$ cat config.mk
export PLATFORM = sky130hd
export DESIGN_NAME = shutdown_wakeup_controller
export DESIGN_NICKNAME = d
export VERILOG_FILES = /design/src/rtl/shutdown_wakeup_pkg.sv /design/src/rtl/shutdown_wakeup_controller.sv
export SDC_FILE = /design/constraint.sdc
export NUM_CORES = 1
export LEC_CHECK = 0
export BUFFER_PORTS_ARGS = -buffer_cell sky130_fd_sc_hd__buf_2
export CAP_MARGIN = 20
export CORE_ASPECT_RATIO = 1.1
export CORE_MARGIN = 8
export CORE_UTILIZATION = 51
export DETAILED_ROUTE_END_ITERATION = 10
export GPL_ROUTABILITY_DRIVEN = 0
export PLACE_DENSITY = 0.75
export SYNTH_ARGS = -nofsm -noshare
export SYNTH_HDL_FRONTEND = slang
export SYNTH_SLANG_ARGS = --single-unit
$ cat constraint.sdc
create_clock -name mclk -period 4.6 [get_ports mclk]
set_clock_uncertainty 0.05 [all_clocks]
set_input_delay 0.92 -clock mclk [delete_from_list [all_inputs] [get_ports mclk]]
set_output_delay 0.92 -clock mclk [all_outputs]
set_load 0.02 [all_outputs]
$ cat src/rtl/shutdown_wakeup_pkg.sv
package shutdown_wakeup_pkg;
    // Register byte offsets
    localparam logic [7:0]  OFF_CMD       = 8'h00;
    localparam logic [7:0]  OFF_CFG       = 8'h04;
    localparam logic [7:0]  OFF_STATUS    = 8'h08;
    localparam logic [7:0]  OFF_IRQ_STAT  = 8'h0C;
    localparam logic [7:0]  OFF_IRQ_MASK  = 8'h10;
    // Command register fields
    localparam int          KEY_LSB       = 24;
    localparam logic [7:0]  KEY_VALUE     = 8'hA5;
    localparam int          CMD_BIT       = 0;
    // Configuration register fields
    localparam int          EDGE_LSB      = 0;
    localparam int          DEB_LSB       = 4;
    localparam int          TIMER_EN_BIT  = 16;
    localparam int          CAL_EN_BIT    = 17;
    localparam logic [31:0] CFG_RESET     = 32'h0000_0003;
    localparam logic [31:0] CFG_WMASK     = 32'h0003_00F3;
    // Status layout, shared by the interrupt status and mask
    localparam int          SEEN_BIT      = 0;
    localparam int          TIMER_BIT     = 16;
    localparam int          CAL_BIT       = 17;
    localparam logic [31:0] STATUS_RESET  = 32'h0000_0000;
    localparam logic [31:0] EVENT_MASK    = 32'h0003_0001;
    // Timing counts in slow clock cycles
    localparam logic [7:0]  DEB_UNIT      = 8'h10;
    localparam logic [1:0]  SHUT_DELAY    = 2'h2;
    // Bus responses
    localparam logic [1:0]  RESP_OKAY     = 2'h0;
    localparam logic [1:0]  RESP_SLVERR   = 2'h2;

    typedef enum logic [1:0] {
        EDGE_NONE,
        EDGE_RISE,
        EDGE_FALL,
        EDGE_ANY
    } wake_edge_e;
endpackage

$ cat src/rtl/shutdown_wakeup_controller.sv
// Summary of operation
// RL1: Keyed write of the command bit asserts the power-off output.
// RL2: Command writes take effect only with key 0xA5; others are dropped.
// RL3: Power-off output asserts two slow clock cycles after the command.
// RL4: Edge select: 00 off, 01 rising, 10 falling, 11 any change.
// RL5: Selected wake edge starts counter; at count times 16 output releases.
// RL6: Another wake input change before the target stops and clears it. With edge select 11 the change restarts the count from zero instead.
// RL7: Release comes count times 16 plus one cycles after the event.
// RL8: Wake-input-seen status bit 0 sets on wake event, clears on read.
// RL9: Mode bit 16 lets a timer alarm rising edge release power-off.
// RL10: Mode bit 17 lets a calendar alarm rising edge release power-off.
// RL11: Timer-alarm-woke status bit 16 sets on enabled alarm, clears on read.
// RL12: Calendar-alarm-woke bit 17 sets on enabled alarm, clears on read.
// RL13: Software clears the timer alarm flag before shutting down.
// RL14: Software clears the calendar alarm flag before shutting down.
// RL15: Runs always on the slow clock; debounce count in mode bits 7:4.
// RL16: Power-off output stays asserted until a wake event releases it.
//
// Added by the designer: register access over AXI4-Lite.
module shutdown_wakeup_controller (
    // Clock and reset
    input  wire logic        mclk,
    input  wire logic        rst,
    // AXI4-Lite write address
    input  wire logic [7:0]  awaddr,
    input  wire logic        awvalid,
    output logic             awready,
    // AXI4-Lite write data
    input  wire logic [31:0] wdata,
    input  wire logic [3:0]  wstrb,
    input  wire logic        wvalid,
    output logic             wready,
    // AXI4-Lite write response
    output logic [1:0]       bresp,
    output logic             bvalid,
    input  wire logic        bready,
    // AXI4-Lite read address
    input  wire logic [7:0]  araddr,
    input  wire logic        arvalid,
    output logic             arready,
    // AXI4-Lite read data
    output logic [31:0]      rdata,
    output logic [1:0]       rresp,
    output logic             rvalid,
    input  wire logic        rready,
    // Wake sources, asynchronous
    input  wire logic        wake_input,
    input  wire logic        timer_alarm,
    input  wire logic        calendar_alarm,
    // Supply control and interrupt
    output logic             power_off_out,
    output logic             irq
);
    localparam int NSRC = 3;

    // Held bus requests
    logic        have_aw;
    logic        have_w;
    logic        have_ar;
    logic [7:0]  aw_addr;
    logic [7:0]  ar_addr;
    logic [31:0] w_data;
    logic [3:0]  w_strb;

    // Registers and state
    logic [31:0] cfg;
    logic [31:0] status;
    logic [31:0] irq_status;
    logic [31:0] irq_mask;
    logic [1:0]  shut_cnt;
    logic        deb_active;
    logic [7:0]  deb_cnt;

    // Synchronisers, one per asynchronous source
    logic [NSRC-1:0] raw_in;
    logic [NSRC-1:0] sync1;
    logic [NSRC-1:0] sync2;
    logic [NSRC-1:0] sync3;
    logic [NSRC-1:0] level;
    logic [NSRC-1:0] loaded;
    logic [NSRC-1:0] chg;
    logic [2:0]      fill;

    assign raw_in = {calendar_alarm, timer_alarm, wake_input};

    // Marks when stage three first holds a real pin sample
    always_ff @(posedge mclk or posedge rst) begin
        if (rst) begin
            fill <= 3'h0;
        end else begin
            fill <= {fill[1:0], 1'b1};
        end
    end

    // Three stages; a change counts once stages two and three agree
    for (genvar i = 0; i < NSRC; i++) begin : g_sync
        always_ff @(posedge mclk or posedge rst) begin
            if (rst) begin
                sync1[i]  <= 1'b0;
                sync2[i]  <= 1'b0;
                sync3[i]  <= 1'b0;
                level[i]  <= 1'b0;
                loaded[i] <= 1'b0;
            end else begin
                sync1[i] <= raw_in[i];
                sync2[i] <= sync1[i];
                sync3[i] <= sync2[i];
                // Reset contents of the stages are no pin sample
                if (fill[2] && sync2[i] == sync3[i]) begin
                    level[i]  <= sync3[i];
                    loaded[i] <= 1'b1;
                end
            end
        end
        // No edge before the first settled level, so idle-high is safe
        assign chg[i] = loaded[i] && (sync2[i] == sync3[i])
                        && (sync3[i] != level[i]);
    end

    // Bus handshakes and address decode
    wire aw_hs    = awvalid && awready;
    wire w_hs     = wvalid && wready;
    wire ar_hs    = arvalid && arready;
    wire wr_fire  = have_aw && have_w && !bvalid;
    wire rd_fire  = have_ar && !rvalid;
    wire next_have_aw = aw_hs || (have_aw && !wr_fire);
    wire next_have_w  = w_hs || (have_w && !wr_fire);
    wire next_have_ar = ar_hs || (have_ar && !rd_fire);

    wire w_cmd  = aw_addr[7:2] == shutdown_wakeup_pkg::OFF_CMD[7:2];
    wire w_cfg  = aw_addr[7:2] == shutdown_wakeup_pkg::OFF_CFG[7:2];
    wire w_stat = aw_addr[7:2] == shutdown_wakeup_pkg::OFF_STATUS[7:2];
    wire w_ist  = aw_addr[7:2] == shutdown_wakeup_pkg::OFF_IRQ_STAT[7:2];
    wire w_imk  = aw_addr[7:2] == shutdown_wakeup_pkg::OFF_IRQ_MASK[7:2];
    wire w_hit  = w_cmd || w_cfg || w_stat || w_ist || w_imk;

    wire r_cmd  = ar_addr[7:2] == shutdown_wakeup_pkg::OFF_CMD[7:2];
    wire r_cfg  = ar_addr[7:2] == shutdown_wakeup_pkg::OFF_CFG[7:2];
    wire r_stat = ar_addr[7:2] == shutdown_wakeup_pkg::OFF_STATUS[7:2];
    wire r_ist  = ar_addr[7:2] == shutdown_wakeup_pkg::OFF_IRQ_STAT[7:2];
    wire r_imk  = ar_addr[7:2] == shutdown_wakeup_pkg::OFF_IRQ_MASK[7:2];
    wire r_hit  = r_cmd || r_cfg || r_stat || r_ist || r_imk;

    // Byte-lane mask from the write strobes
    wire [31:0] lane = {{8{w_strb[3]}}, {8{w_strb[2]}},
                        {8{w_strb[1]}}, {8{w_strb[0]}}};

    // Command needs the key lane and the command lane both written
    wire key_ok = w_data[shutdown_wakeup_pkg::KEY_LSB +: 8]
                  == shutdown_wakeup_pkg::KEY_VALUE;                // [RL2]
    wire cmd_ok = wr_fire && w_cmd && key_ok && w_strb[3] && w_strb[0]
                  && w_data[shutdown_wakeup_pkg::CMD_BIT];          // [RL1]

    // Configuration fields
    wire [1:0] edge_raw = cfg[shutdown_wakeup_pkg::EDGE_LSB +: 2];
    shutdown_wakeup_pkg::wake_edge_e wake_edge_select;
    assign wake_edge_select = shutdown_wakeup_pkg::wake_edge_e'(edge_raw);
    wire [3:0] wake_debounce_count = cfg[shutdown_wakeup_pkg::DEB_LSB +: 4];
    wire timer_alarm_wake_en    = cfg[shutdown_wakeup_pkg::TIMER_EN_BIT];
    wire calendar_alarm_wake_en = cfg[shutdown_wakeup_pkg::CAL_EN_BIT];

    // Wake edge qualification
    wire sel_edge = chg[0] && (
        (wake_edge_select == shutdown_wakeup_pkg::EDGE_ANY) ||
        (wake_edge_select == shutdown_wakeup_pkg::EDGE_RISE && sync3[0]) ||
        (wake_edge_select == shutdown_wakeup_pkg::EDGE_FALL && !sync3[0])
    );                                                              // [RL4]
    wire [7:0] deb_target = {4'h0, wake_debounce_count}
                            * shutdown_wakeup_pkg::DEB_UNIT;        // [RL15]
    // Hit one cycle before release gives the extra cycle
    wire deb_hit = deb_active && !chg[0]
                   && (deb_cnt == deb_target);                      // [RL7]

    // Alarm rising edges, only when enabled
    wire tim_rise = chg[1] && sync3[1] && timer_alarm_wake_en;      // [RL9]
    wire cal_rise = chg[2] && sync3[2] && calendar_alarm_wake_en;   // [RL10]
    wire release_req = deb_hit || tim_rise || cal_rise;

    // Event vector in status layout
    wire [31:0] ev = {14'h0, cal_rise, tim_rise, 15'h0, deb_hit};

    // Status clears on read; a same-cycle event still sets
    wire [31:0] rd_clr = (rd_fire && r_stat) ? 32'hFFFF_FFFF : 32'h0;
    wire [31:0] next_status = (status & ~rd_clr) | ev; // [RL8][RL11][RL12]
    wire [31:0] w1c = (wr_fire && w_ist) ? (w_data & lane) : 32'h0;
    wire [31:0] next_irq_status = (irq_status & ~w1c) | ev;

    // Read data selection
    wire [31:0] rd_mux = r_cfg  ? cfg :
                         r_stat ? status :
                         r_ist  ? irq_status :
                         r_imk  ? irq_mask : 32'h0;

    // Request holding and ready flags
    always_ff @(posedge mclk or posedge rst) begin
        if (rst) begin
            have_aw <= 1'b0;
            have_w  <= 1'b0;
            have_ar <= 1'b0;
            awready <= 1'b0;
            wready  <= 1'b0;
            arready <= 1'b0;
        end else begin
            have_aw <= next_have_aw;
            have_w  <= next_have_w;
            have_ar <= next_have_ar;
            awready <= !next_have_aw;
            wready  <= !next_have_w;
            arready <= !next_have_ar;
        end
    end

    // Captured address and data, no reset needed for payload
    always_ff @(posedge mclk) begin
        if (aw_hs) aw_addr <= awaddr;
        if (w_hs) begin
            w_data <= wdata;
            w_strb <= wstrb;
        end
        if (ar_hs) ar_addr <= araddr;
    end

    // Write response
    always_ff @(posedge mclk or posedge rst) begin
        if (rst) begin
            bvalid <= 1'b0;
            bresp  <= shutdown_wakeup_pkg::RESP_OKAY;
        end else if (wr_fire) begin
            bvalid <= 1'b1;
            bresp  <= w_hit ? shutdown_wakeup_pkg::RESP_OKAY
                            : shutdown_wakeup_pkg::RESP_SLVERR;
        end else if (bready) begin
            bvalid <= 1'b0;
        end
    end

    // Read response; data frozen while rvalid stands
    always_ff @(posedge mclk or posedge rst) begin
        if (rst) begin
            rvalid <= 1'b0;
            rdata  <= 32'h0;
            rresp  <= shutdown_wakeup_pkg::RESP_OKAY;
        end else if (rd_fire) begin
            rvalid <= 1'b1;
            rdata  <= rd_mux;
            rresp  <= r_hit ? shutdown_wakeup_pkg::RESP_OKAY
                            : shutdown_wakeup_pkg::RESP_SLVERR;
        end else if (rready) begin
            rvalid <= 1'b0;
        end
    end

    // Software registers; writes honour byte lanes
    always_ff @(posedge mclk or posedge rst) begin
        if (rst) begin
            cfg      <= shutdown_wakeup_pkg::CFG_RESET;
            irq_mask <= shutdown_wakeup_pkg::STATUS_RESET;
        end else if (wr_fire) begin
            if (w_cfg)
                cfg <= ((cfg & ~lane) | (w_data & lane))
                       & shutdown_wakeup_pkg::CFG_WMASK;
            if (w_imk)
                irq_mask <= ((irq_mask & ~lane) | (w_data & lane))
                            & shutdown_wakeup_pkg::EVENT_MASK;
        end
    end

    // Sticky flags and interrupt line
    always_ff @(posedge mclk or posedge rst) begin
        if (rst) begin
            status     <= shutdown_wakeup_pkg::STATUS_RESET;
            irq_status <= shutdown_wakeup_pkg::STATUS_RESET;
            irq        <= 1'b0;
        end else begin
            status     <= next_status;
            irq_status <= next_irq_status;
            irq        <= |(next_irq_status & irq_mask);
        end
    end

    // Wake debounce counter
    always_ff @(posedge mclk or posedge rst) begin
        if (rst) begin
            deb_active <= 1'b0;
            deb_cnt    <= 8'h00;
        end else if (sel_edge) begin
            deb_active <= 1'b1;                                     // [RL5]
            deb_cnt    <= 8'h00;
        end else if (chg[0] ||
                     wake_edge_select == shutdown_wakeup_pkg::EDGE_NONE) begin
            deb_active <= 1'b0;                                     // [RL6]
            deb_cnt    <= 8'h00;
        end else if (deb_hit) begin
            deb_active <= 1'b0;
            deb_cnt    <= 8'h00;
        end else if (deb_active) begin
            deb_cnt <= deb_cnt + 8'h01;                             // [RL5]
        end
    end

    // Power-off output; a pending command beats a same-cycle release
    always_ff @(posedge mclk or posedge rst) begin
        if (rst) begin
            shut_cnt      <= 2'h0;
            power_off_out <= 1'b0;
        end else begin
            if (cmd_ok)
                shut_cnt <= shutdown_wakeup_pkg::SHUT_DELAY;        // [RL3]
            else if (shut_cnt != 2'h0)
                shut_cnt <= shut_cnt - 2'h1;
            if (shut_cnt == 2'h1)
                power_off_out <= 1'b1;                              // [RL1]
            else if (release_req)
                power_off_out <= 1'b0;                              // [RL16]
        end
    end
endmodule

==> metrics.txt <==
drt initial violations 302; CP arrival 2.77 ns; starting density of the core 52.1%; global route total overflow 0; Hold Violations, Final 0; total power 4.21 mW; Yosys reg bits 196; Post-route DRC 0; antenna violations before repair 0; worst path cell trace nand2b_1, nand2b_1, buf_4, or3_1, and2_1; Clock transition at path regs 0.07 ns; clock root buffer master clkbuf_16; reg2reg end status[5]$_DFF_PP0_; CP Capture Type register; largest net degree at the start of global routing 126; Top delay family on crit path simple AND/OR/NAND/NOR gates; post-CTS setup repair buffer count 0; chip width 132 um; critical path required time 4.86 ns; worst reg2reg path startpoint ar_addr[4]$_DFFE_PP_; drt first pass iters 5; # IOs 105; H-tree Lvls 4; Final min period 2.51 ns; post-DR wirelength/cell 18.1 um; core area 14400 um^2; Mapped Area 7500 um^2; flop2flop setup slack 2.09 ns; placed wire-length estimate 10400 um; peak supply drop 0.377 mV; first-pass GRT wire length 25600 um; max-slew violations 0; sequential element share of the synthesized area 68.6%; worst hold path type register to register; worst-path maximum fanout 32; Clk network pwr share 37.1%; placed instance count 830; IO buf count 98; setup tns final 0 ns; Sw Share 26.4%; vias in the first global route 4922; RSZ-0062 raised after global routing false; startpoint types register; # diodes 0; cts hold-fix bufs 0; Clk Latency, worst-skew pair 0.43 ns; Comb power frac 13.0%; Crit-path slowest cell or3_1; Final setup viols 0; EDFF count, synth 48; layout cells sized above 1 23.0%; synth unique cells 53; ys flop type dfrtp_1; Filler cells 1146; commonest non-fill, non-tap cell in the layout dfrtp_1; CP bufs+invs 1; Synth Instances 559; clk buf depth 2; final core utilization 61.3%; Worst Setup EP status[5]$_DFF_PP0_; sequential cell area 5150 um^2; Stages on worst setup path 5; worst r2r path cells 5; outcome finished clean; multi-input logic area 2190 um^2; die height 143 um; Clock Sinks 196; Routed Antenna Nets 0; PD cells 477 nW/um^2; switching power 1.11 mW; Max-Cap Viols 0; Leak Pwr 4.04 nW; Fin Hold WS 0.299 ns; vias per std cell 5.45; Largest stage delay, worst path 0.78 ns; Seq pwr share 49.9%; Rel. slew slack 32.1%; crit-path most repeated cell nand2b_1; Vias 4695; slew of the pin with the lowest slew margin 1.02 ns; Tcrit/Tclk final 54.5%; # nets final 723; max frequency 0.399 GHz; drt total wl 15600 um; Crit Path Category register to register; most frequent cells in the layout dfrtp_1, buf_2, edfxtp_1; Yosys Warn Count 0; FFs w/ async S/R, synth 75.5%; TritonCTS buffer count 17; Crit. Startpoint ar_addr[4]$_DFFE_PP_; GRT Overall Usage 17.2%; Avg Inst Size Synth 13.4 um^2; Die ar. 18900 um^2; post-cts sizing count 0; # rows 46; non-filler cells, final 862; Internal Power 3.10 mW; CTS tree yes; layout overhead on the synthesized area 17.6%
## cells by family (layout without fill, tap and decap cells)
kind of cell	count (synthesis)	after routing	synth area share, %
DFF	196	196	68.6
and+or+nand+nor	151	151	10.7
AOI/OAI and AO/OA	107	107	10.1
muxes	42	42	5.79
buffers and inverters	42	152	2.25
xor gates and xnor gates	15	15	1.75
adders and majority gates	4	4	0.667
other	2	3	0.100
## sequential cells by signal (all words and copies together) (netlist names), 4 cells and up, named ones only
name	count
ar_addr	6
aw_addr	6
deb_cnt	8
irq_status	32
rdata	32
status	32
w_data	32
w_strb	4
## per-layer routing
| metal | vias up | wire length (um) | part of all wire, % | GRT usage, % |
|---|---|---|---|---|
| li1 | 2166 | - | - | - |
| met3 | 16 | 763 | 4.9 | 4.29 |
| met5 | - | 0 | 0 | 0 |
| met4 | 0 | 184 | 1.2 | 6.41 |
| met2 | 128 | 7740 | 50 | 28.1 |
| met1 | 2385 | 6910 | 44 | 21.9 |
## cells in the mapped netlist, types with 2 or more instances
cell / n / share of area [%]
a21oi_1: 12 / 0.80
nand3_1: 2 / 0.13
xnor2_1: 9 / 1.1
dfstp_2: 2 / 0.70
mux2i_1: 31 / 4.1
o31ai_1: 24 / 2.4
nand4_1: 8 / 0.67
buf_1: 5 / 0.25
ha_1: 4 / 0.67
o21ai_0: 15 / 1.0
a21o_1: 9 / 0.90
buf_4: 2 / 0.20
clkbuf_1: 14 / 0.70
edfxtp_1: 48 / 19
or4_1: 3 / 0.30
conb_1: 2 / 0.10
and2_1: 34 / 2.8
nand2_1: 43 / 2.2
nand2b_1: 5 / 0.42
a21boi_0: 28 / 2.8
and3_1: 4 / 0.33
a2bb2oi_1: 5 / 0.58
mux2_2: 11 / 1.7
xor2_1: 6 / 0.70
nor3_1: 5 / 0.33
or3_1: 2 / 0.17
nor4_1: 2 / 0.17
nor2_1: 29 / 1.5
dfrtp_1: 146 / 49
o2bb2ai_1: 4 / 0.47
a22oi_1: 3 / 0.30
buf_2: 3 / 0.20
inv_1: 18 / 0.90
or2_2: 2 / 0.17
## final cells by class
class	instances	area share, %
Clock inverter	10	1.62
Clock buffer	22	5.63
Inverter	18	0.808
Sequential cell	196	58.3
Timing Repair Buffer	102	6.04
Multi-Input combinational cell	322	24.9
Tap cell	192	2.72
## worst min path at each step
stage                             startpoint            endpoint  slack (ns)  cells past startpoint
after floorplan            fill[0]$_DFF_PP0_   fill[1]$_DFF_PP0_        0.28                      0
after global placement     fill[0]$_DFF_PP0_   fill[1]$_DFF_PP0_        0.28                      0
after detailed placement   fill[1]$_DFF_PP0_   fill[2]$_DFF_PP0_        0.29                      0
after CTS                 sync1[2]$_DFF_PP0_  sync2[2]$_DFF_PP0_        0.30                      0
after global routing      sync1[2]$_DFF_PP0_  sync2[2]$_DFF_PP0_        0.31                      0
final                     sync1[2]$_DFF_PP0_  sync2[2]$_DFF_PP0_        0.30                      0
## power by group through the flow
stage,registers (mW),clock network (mW),logic (mW)
floorplan,2.13,0,0.359
finish,2.10,1.56,0.548
global placement,2.12,0,0.533
detailed placement,2.13,0,0.554
global route,2.12,1.67,0.612
CTS,2.10,1.59,0.558
## per-stage QoR
stage / instance area, um^2 / worst slack (ns)
final: 8830 / 2.09
after global placement: 8190 / 2.14
after CTS: 8830 / 2.09
after detailed placement: 8190 / 2.11
after global routing: 8830 / 1.95
after floorplan: 7510 / 1.77
## worst reg2reg max path: stages, from the launching register on
cell and delay (ns):
edfxtp_1 0.51, nand2b_1 0.25, nand2b_1 0.17, buf_4 0.25, or3_1 0.80, and2_1 0.37
(Power assumes the default switching activity.)
